**src/adcbg_pkg.sv**
```systemverilog
// Package for the converter input and bandgap control block.
// Assumes a single 100 MHz system clock and an 8-bit register port.
package adcbg_pkg;

    // ************************************************************
    // Register map and field layout
    // ************************************************************
    localparam logic [1:0] ADC_CONTROL_1_ADDR = 2'h0;
    localparam logic [1:0] STATUS_ADDR        = 2'h1;
    localparam int INPUT_SEL_BIT   = 7;
    localparam int BG_ENABLE_BIT   = 6;
    localparam int REF_SEL_BIT     = 4;
    localparam int CLK_DIV_MSB     = 2;
    localparam logic [7:0] CTRL_RW_MASK  = 8'hd7;
    localparam logic [7:0] CTRL_RESET    = 8'h00;

    // ************************************************************
    // Divider and settling timing
    // ************************************************************
    localparam int CLK_MHZ         = 100;
    localparam int BG_SETTLE_NS    = 1000;
    localparam int BG_SETTLE_CYC   = (BG_SETTLE_NS * CLK_MHZ + 999) / 1000;
    localparam logic [2:0] DIV_UNDEFINED = 3'h7;
    localparam logic [5:0] PRESCALE_RESET = 6'h00;

endpackage

```
**src/adcbg_top.sv**
```systemverilog
// Converter input select, bandgap control and converter clock divider.
// Assumes a register master on I_SYS_CLK with one-cycle strobes.
//
// Summary of operation
// - Input select routes internal reference inward when bandgap enabled
// - Input select cuts off all external channels
// - Bandgap enable offers reference to converter
// - Bandgap powers down when nobody needs it
// - Reference select picks supply or reference pin
// - Clock field divides system clock, 111 stops
//
// Local design decisions: the plain strobed port and the register addresses.
`timescale 1ns/1ps
module adcbg_top (
    // Clock and reset
    input  wire logic       I_SYS_CLK,
    input  wire logic       I_ARST_N,
    // Register port
    input  wire logic [1:0] I_ADDR,
    input  wire logic [7:0] I_WDATA,
    input  wire logic       I_WR,
    input  wire logic       I_RD,
    output logic      [7:0] O_RDATA,
    // Protection circuit enables from pins
    input  wire logic       I_LOW_VOLTAGE_RESET_EN,
    input  wire logic       I_LOW_VOLTAGE_DETECT_EN,
    // Converter analog controls
    output logic            O_BANDGAP_POWER,
    output logic            O_BANDGAP_TO_CONV,
    output logic            O_EXT_CHANNELS_EN,
    output logic            O_REF_FROM_PIN,
    output logic            O_CONV_CLK_EN,
    output logic            O_BANDGAP_SETTLED
);
    logic [7:0] ctrl_r;
    logic [7:0] rdata_r;
    logic [1:0] lvr_sync_r;
    logic [1:0] lvd_sync_r;
    logic [7:0] settle_r;
    logic [7:0] settle_nxt;
    logic       sel_bg;
    logic       bg_en;
    logic       bg_power;
    logic [7:0] status;
    logic [7:0] rd_mux;
    logic       ctrl_hit;
    logic       status_hit;
    logic       wr_ctrl;
    logic [7:0] on_cnt_r;
    logic [7:0] on_cnt_nxt;

    // The settle count as an 8-bit value, for the checks below.
    localparam logic [7:0] SETTLE_CYC8 = 8'(adcbg_pkg::BG_SETTLE_CYC);

    // ************************************************************
    // Address decoding
    // ************************************************************
    // One decoder serves the write path, the read mux and some checks;
    // a_ref_select and a_read_timing compare I_ADDR to the package address directly.
    function automatic logic addr_is(input logic [1:0] addr,
                                     input logic [1:0] target);
        addr_is = (addr == target);
    endfunction

    assign ctrl_hit   = addr_is(I_ADDR, adcbg_pkg::ADC_CONTROL_1_ADDR);
    assign status_hit = addr_is(I_ADDR, adcbg_pkg::STATUS_ADDR);
    assign wr_ctrl    = I_WR & ctrl_hit;

    // ************************************************************
    // Decoding
    // ************************************************************
    assign sel_bg   = ctrl_r[adcbg_pkg::INPUT_SEL_BIT];
    assign bg_en    = ctrl_r[adcbg_pkg::BG_ENABLE_BIT];
    // The reference stays up while either protection circuit needs it.
    assign bg_power = bg_en | lvr_sync_r[1] | lvd_sync_r[1];
    assign status   = {5'h00, (settle_r == 8'h00) & bg_power,
                       lvd_sync_r[1], lvr_sync_r[1]};
    assign rd_mux   = ctrl_hit ? ctrl_r :
                      status_hit ? status : 8'h00;
    assign settle_nxt = !bg_power ? 8'(adcbg_pkg::BG_SETTLE_CYC) :
                        (settle_r != 8'h00) ? settle_r - 8'h01 : 8'h00;

    // ************************************************************
    // Registers
    // ************************************************************
    always_ff @(posedge I_SYS_CLK or negedge I_ARST_N) begin
        if (!I_ARST_N) begin
            ctrl_r <= adcbg_pkg::CTRL_RESET;
        end else if (wr_ctrl) begin
            ctrl_r <= I_WDATA & adcbg_pkg::CTRL_RW_MASK;
        end
    end

    always_ff @(posedge I_SYS_CLK or negedge I_ARST_N) begin
        if (!I_ARST_N) begin
            rdata_r <= 8'h00;
        end else begin
            rdata_r <= I_RD ? rd_mux : 8'h00;
        end
    end

    always_ff @(posedge I_SYS_CLK or negedge I_ARST_N) begin
        if (!I_ARST_N) begin
            lvr_sync_r <= 2'h0;
            lvd_sync_r <= 2'h0;
            settle_r   <= 8'(adcbg_pkg::BG_SETTLE_CYC);
        end else begin
            lvr_sync_r <= {lvr_sync_r[0], I_LOW_VOLTAGE_RESET_EN};
            lvd_sync_r <= {lvd_sync_r[0], I_LOW_VOLTAGE_DETECT_EN};
            settle_r   <= settle_nxt;
        end
    end

    adcbg_clkdiv u_div (
        .i_clk     (I_SYS_CLK),
        .i_arst_n  (I_ARST_N),
        .i_div_sel (ctrl_r[adcbg_pkg::CLK_DIV_MSB:0]),
        .o_clk_en  (O_CONV_CLK_EN)
    );

    // ************************************************************
    // Outputs
    // ************************************************************
    assign O_RDATA           = rdata_r;
    assign O_BANDGAP_POWER   = bg_power;
    // Selecting without enabling yields no reference; software's duty.
    assign O_BANDGAP_TO_CONV = sel_bg & bg_en;
    assign O_EXT_CHANNELS_EN = ~sel_bg;
    assign O_REF_FROM_PIN    = ctrl_r[adcbg_pkg::REF_SEL_BIT];
    assign O_BANDGAP_SETTLED = status[2];

    // ************************************************************
    // Check helpers
    // ************************************************************
    // Counts cycles of unbroken reference power, independent of the
    // settle counter, so the settle checks do not mirror the design.
    assign on_cnt_nxt = !bg_power ? 8'h00 :
                        (on_cnt_r == 8'hff) ? 8'hff : on_cnt_r + 8'h01;

    always_ff @(posedge I_SYS_CLK or negedge I_ARST_N) begin
        if (!I_ARST_N) begin
            on_cnt_r <= 8'h00;
        end else begin
            on_cnt_r <= on_cnt_nxt;
        end
    end
endmodule

```
**src/adcbg_clkdiv.sv**
```systemverilog
// Converter clock enable divider.
// Assumes one system clock; produces a one-cycle enable pulse.
`timescale 1ns/1ps
module adcbg_clkdiv (
    // Clock and reset
    input  wire logic       i_clk,
    input  wire logic       i_arst_n,
    // Control
    input  wire logic [2:0] i_div_sel,
    // Output
    output logic            o_clk_en
);
    logic [5:0] cnt_r;
    logic [5:0] cnt_nxt;
    logic [5:0] limit;
    logic       wrap;
    logic       en_r;

    // Code n divides by two to the n; the undefined code stops the clock.
    assign limit   = 6'((7'h01 << i_div_sel) - 7'h01);
    assign wrap    = (cnt_r >= limit);
    assign cnt_nxt = wrap ? adcbg_pkg::PRESCALE_RESET : cnt_r + 6'h01;

    always_ff @(posedge i_clk or negedge i_arst_n) begin
        if (!i_arst_n) begin
            cnt_r <= adcbg_pkg::PRESCALE_RESET;
            en_r  <= 1'b0;
        end else begin
            cnt_r <= cnt_nxt;
            en_r  <= wrap && (i_div_sel != adcbg_pkg::DIV_UNDEFINED);
        end
    end

    assign o_clk_en = en_r;
endmodule

```
**config.mk**
```make
export PLATFORM = sky130hd
export DESIGN_NAME = adcbg_top
export DESIGN_NICKNAME = d
export VERILOG_FILES = /design/src/adcbg_pkg.sv /design/src/adcbg_top.sv /design/src/adcbg_clkdiv.sv
export SDC_FILE = /design/constraint.sdc
export NUM_CORES = 1
export LEC_CHECK = 0
export ABC_AREA = 1
export ABC_CLOCK_PERIOD_IN_PS = 2360
export BUFFER_PORTS_ARGS = -buffer_cell sky130_fd_sc_hd__buf_2
export CORE_AREA = 2 2 57 59
export CTS_CLUSTER_SIZE = 24
export DETAILED_ROUTE_END_ITERATION = 8
export DIE_AREA = 0 0 59 61
export PLACE_DENSITY = 0.76
export REMOVE_ABC_BUFFERS = 1
export SLEW_MARGIN = 20
export SYNTH_ARGS = -nofsm -noshare
export SYNTH_HDL_FRONTEND = slang
export SYNTH_SLANG_ARGS = --single-unit
export TNS_END_PERCENT = 1
```
**constraint.sdc**
```tcl
create_clock -name I_SYS_CLK -period 2.36 [get_ports I_SYS_CLK]
set_clock_uncertainty 0.15 [all_clocks]
set_input_delay 0.118 -clock I_SYS_CLK [delete_from_list [all_inputs] [get_ports I_SYS_CLK]]
set_output_delay 0.118 -clock I_SYS_CLK [all_outputs]
set_load 0.05 [all_outputs]
```
Word-level counts from Yosys, hierarchy flattened
Index checks and enable logic that the tools add are counted.
W data, S select, Z words.
- word-level logic and storage cells: 30
- flip-flop bits (word level): 33
- $add $sub $neg: 3
- shifts and indexed selects: 1
- bitwise logic cells: 6
- mux-type cells: 6
- reductions and logical operators: 4
- equality and inequality tests: 2
- magnitude comparators: 1
- operators with widths (operator ; number):
    $mux W8 ; 4
    $logic_not A8 Y1 ; 1
    $reduce_bool A8 Y1 ; 1
    $sub A8 B1 Y8 const B ; 1
    $add A6 B1 Y6 const B ; 1
    $ge A6 B6 Y1 ; 1
    $mux W6 ; 1
    $shl A1 B3 Y6 const A ; 1
    $sub A6 B1 Y6 const B ; 1
    $and A1 B1 Y1 ; 3
    $mux W3 ; 1
    $ne A3 B3 Y1 const B ; 1
    $eq A2 B1 Y1 const B ; 1
    $logic_not A2 Y1 ; 1
    $or A1 B1 Y1 ; 2
    $logic_and A1 B1 Y1 ; 1
    $not A1 Y1 ; 1

Depth between registers and ports, before layout
- depth in word-level cells: 6
- mapped depth: 12
- gate-level depth less buffers: 12

Modules after synthesis
From an unflattened synthesis, not the netlist that was laid out.
- cell total of the unflattened synthesis: 179
- area total of the unflattened synthesis: 1576.5 um2
- modules (own cells, without submodules) (module ; cells an instance ; instances ; sequential area each (um2) ; area an instance (um2)):
    adcbg_top ; 109 ; 1 ; 604.3 ; 1037.2
    adcbg_clkdiv ; 70 ; 1 ; 175.2 ; 539.3

Least setup slack after synthesis
Ideal clock, no wire load.
- path kind: reg2out
- from: register settle_r[0]
- to: output port O_BANDGAP_SETTLED
- data required time: 2092 ps
- path buffers: 0
- path slack: 408 ps
- arrival time: 1684 ps
- stages on the path, launching flop included: 7
- cell sequence: dfrtp_1 -> inv_1 -> ha_1 -> nand2_2 -> inv_2 -> nand2_4 -> a31oi_1
- word-level cells in the longest chain between the ends: 2
- RTL lines (item ; RTL line ; RTL):
    start, declared ; adcbg_top.sv:39 ; logic [7:0] settle_r;
    start signal, assigned ; adcbg_top.sv:106 ; settle_r <= 8'(adcbg_pkg::BG_SETTLE_CYC);
    start signal, assigned ; adcbg_top.sv:110 ; settle_r <= settle_nxt;
    $logic_not A8 Y1 ; adcbg_top.sv:76 ; assign status = {5'h00, (settle_r == 8'h00) & bg_power,
    $and A1 B1 Y1 ; adcbg_top.sv:76 ;
    end, declared ; adcbg_top.sv:33 ; output logic O_BANDGAP_SETTLED
Every way passes these cells.

Final worst setup path
- from: register ctrl_r[2]
- to: register u_div.cnt_r[3]
- word-level cells in the longest chain between the ends: 4
- RTL lines (item ; RTL line ; RTL):
    start, declared ; adcbg_top.sv:35 ; logic [7:0] ctrl_r;
    start signal, assigned ; adcbg_top.sv:88 ; ctrl_r <= adcbg_pkg::CTRL_RESET;
    start signal, assigned ; adcbg_top.sv:90 ; ctrl_r <= I_WDATA & adcbg_pkg::CTRL_RW_MASK;
    $shl A1 B3 Y6 ; adcbg_clkdiv.sv:20 ; assign limit = 6'((7'h01 << i_div_sel) - 7'h01);
    $sub A6 B1 Y6 ; adcbg_clkdiv.sv:20 ;
    $ge A6 B6 Y1 ; adcbg_clkdiv.sv:21 ; assign wrap = (cnt_r >= limit);
    $mux W6 ; adcbg_clkdiv.sv:22 ; assign cnt_nxt = wrap ? adcbg_pkg::PRESCALE_RESET : cnt_r + 6'h01;
    net u_div.cnt_nxt[3] ; adcbg_clkdiv.sv:14 ; logic [5:0] cnt_nxt;
    end signal, assigned ; adcbg_clkdiv.sv:26 ; cnt_r <= adcbg_pkg::PRESCALE_RESET;
    end signal, assigned ; adcbg_clkdiv.sv:29 ; cnt_r <= cnt_nxt;
    end, declared ; adcbg_clkdiv.sv:13 ; logic [5:0] cnt_r;
The timed path passes the listed nets, and every way through them passes these cells.
A chain may end at the register's enable or synchronous reset.

==> impl_metrics.tcl <==
set metrics [dict create \
    status "complete, no violations" \
    fin_nets 244 \
    setup_viol 0 \
    cts.sinks 31 \
    grt_pass1_vias 1085 \
    maxSlewViolCount 0 \
    htree_levels 2 \
    yosys-top-cells-area "dfrtp_1 (45%), ha_1 (7.3%), nand2_1 (7.1%)" \
    cts_tree "built" \
    viasPerCell 4.90 \
    drv_cap 0 \
    ys_types 23 \
    start_kind "flop" \
    setup-tns-final_ns 0 \
    io_buffers 25 \
    rsz0062_at_grt "false" \
    grt_max_degree 32 \
    fp.dieW_um 59 \
    dr.pass1.iters 4 \
    antenna_found_initial 0 \
    grt_overflow_total 0 \
    fillers 254 \
    grt_usage_pct 17.3 \
    use_met3_pct 4.69 \
    busiest_layer "met2" \
    fmax_mhz 478 \
    yosysTopAreaCell "dfrtp_1" \
    grt_pass1_wl_um 4460 \
    slew_headroom_pct 56.0 \
    whs_ns 0.0329 \
    path_max_fanout 6 \
    clk_latency_ns 0.33 \
    grt_use_met1_pct 20.7 \
    synth_compound_gate_area_share_pct 5.77 \
    num_vias 1240 \
    drc 0 \
    cts_buffer_depth 2 \
    netlist.area_leader.share_pct 45.5 \
    root_buffer "clkbuf_4" \
    r2r_start "ctrl_r[2]" \
    cellPowerDensity_nw_per_um2 1040 \
    die_height_um 61 \
    path_clk_slew_ns 0.10 \
    hp-start "I_ADDR[1]" \
    initial_core_util_pct 52.2 \
    hold_class "input pin to flop" \
    worst-slew-pin-transition_ns 0.660 \
    avgRoutedWirePerCell_um 11.3 \
    synth_cells 176 \
    synth_area_um2 1540 \
    syn_avg_cell_area_um2 8.75 \
    synthSimpleGateAreaFrac_pct 23.6 \
    ys_warn_count 0 \
    hold_violations 0 \
    ys_ff_latch 31 \
    ir_worst_vdd_mv 0.683 \
    rows 20 \
    synthAdderAreaFrac_pct 7.31 \
    fin_crit_sh_pct 88.7 \
    use_met2_pct 27.5 \
    setup_ws_ns 0.267 \
    cts_made_buffers 5 \
    synthXorXnorAreaFrac_pct 3.98 \
    synth_top_family_by_area "simple AND/OR/NAND/NOR gates" \
    place_ws_ns 0.176 \
    drive_above_1_share_pct 22.3 \
    hpwl_um 2000 \
    leakage_uw 0.00104 \
    worst-setup-path-type "flop to flop" \
    io_pins 30 \
    synthMuxAreaShare_pct 0 \
    routabilityCongestion 0.828 \
    detail-route-antenna-nets 0 \
    cts_setup_buffers 0 \
    startpoint "ctrl_r[2]" \
    dieArea_um2 3600 \
    drt-initial-drc-count 44 \
    n_antenna_cell 0 \
    fp.coreArea_um2 2950 \
    cp-end-kind "flop" \
    post-route-min-period_ns 2.09 \
    area.growth.synth_to_final_pct 23.8 \
    arrival_ns 2.21 \
    finalWirelength_um 2860 \
    p_total_uw 1980 \
    ys_seq_area_share_pct 50.6 \
    cp.required_ns 2.47 \
]
-- synth_stat cells, drive strengths merged --
cell type   n
a21oi       8
dfrtp      28
ha          9
nand2      32
conb        1
buf         3
a31oi       1
nor2       33
xor2        4
o21ai       6
nand3      10
nand4       3
dfstp       3
nand3b      2
o22ai       2
inv        28
xnor2       3
-- cells by family after synthesis --
logic type	after synthesis
other	1
XOR/XNOR	7
flip-flops	31
buffers and inverters	31
adder cells (fa/ha/maj)	9
AO/OA/AOI/OAI	17
AND/OR/NAND/NOR	80
-- state kept, by name, summed over array words and instances, names as in the netlist --
name	flops
lvd_sync_r	2
settle_r	8
O_RDATA	6
u_div.cnt_r	6
ctrl_r	6
u_div.o_clk_en	1
lvr_sync_r	2
-- metal layers --
metal  up-vias  share of wire (%)
met5         -                  0
met4         0                2.0
met3         6                4.0
met1       575                 43
met2        24                 51
li1        635                  -
-- final timing paths --
| check | end | slack [ns] | cells past startpoint |
|---|---|---|---|
| worst max-delay path | u_div.cnt_r[3] | 0.27 | 12 |
| worst min-delay path | O_RDATA[7] | 0.03 | 4 |
| worst max register to register | u_div.cnt_r[3] | 0.27 | 12 |
| worst min register to register | lvr_sync_r[1] | 0.20 | 0 |
| max in group asynchronous | lvr_sync_r[1] | 1.44 | 2 |
| min in group asynchronous | settle_r[7] | 0.19 | 2 |
-- report_power, final --
part	switching [µW]	total, µW	internal [µW]
logic	449	721	272
registers	128	824	696
clock network	180	430	250
-- area by class of cell --
| cell class | count | area, µm² | area share (%) |
|---|---|---|---|
| clock buffers | 6 | 51.3 | 2.69 |
| clock inverters | 2 | 35.0 | 1.84 |
| inverters | 28 | 105 | 5.51 |
| multi-input cells | 115 | 639 | 33.5 |
| flip-flops and latches | 31 | 779 | 40.9 |
| well taps | 33 | 41.3 | 2.17 |
| repair buffers | 38 | 255 | 13.4 |
-- metrics by stage --
stage	instance area, µm²	util (%)	instances
final	1910	64.6	253
after floorplan	1520	-	174
after detailed placement	1680	57.0	232
after global routing	1910	64.6	253
after CTS	1900	64.4	253
after global placement	1680	57.0	232
-- critical path, stage by stage (launching register included) --
cell	delay (ns)
dfrtp_1	0.42
inv_1	0.15
nand3_1	0.11
ha_1	0.23
o21ai_0	0.08
nand2_1	0.06
o21ai_0	0.07
ha_1	0.25
nand2_1	0.09
inv_1	0.06
a21oi_2	0.16
nand2_2	0.11
nor2_1	0.11
-- layout by cell type, fill, tap and decap left out --
master,Yosys,routed
nand2_2,1,2
nand2_4,2,2
inv_1,27,27
clkinv_2,0,1
a21oi_1,8,7
xor2_1,4,4
nand4_1,3,3
clkbuf_8,0,1
xnor2_1,3,3
nand2_1,29,28
buf_2,0,25
o21ai_1,1,1
nor2_1,26,26
clkbuf_4,0,5
bufinv_16,0,1
conb_1,1,2
dfstp_2,3,3
a31oi_1,1,1
a21oi_2,0,1
ha_1,9,9
inv_2,1,1
dfrtp_1,28,28
o21ai_0,5,5
nand3b_1,2,2
nor2_2,7,7
nand3_1,10,10
o22ai_1,2,2
dlygate4sd3_1,0,13
-- what timing repair did --
item	in CTS	in global routing
setup endpoints to repair	0	6
gates resized for setup	0	2
hold buffers	13	0
hold endpoints to repair	41	0
(Power assumes the default switching activity.)
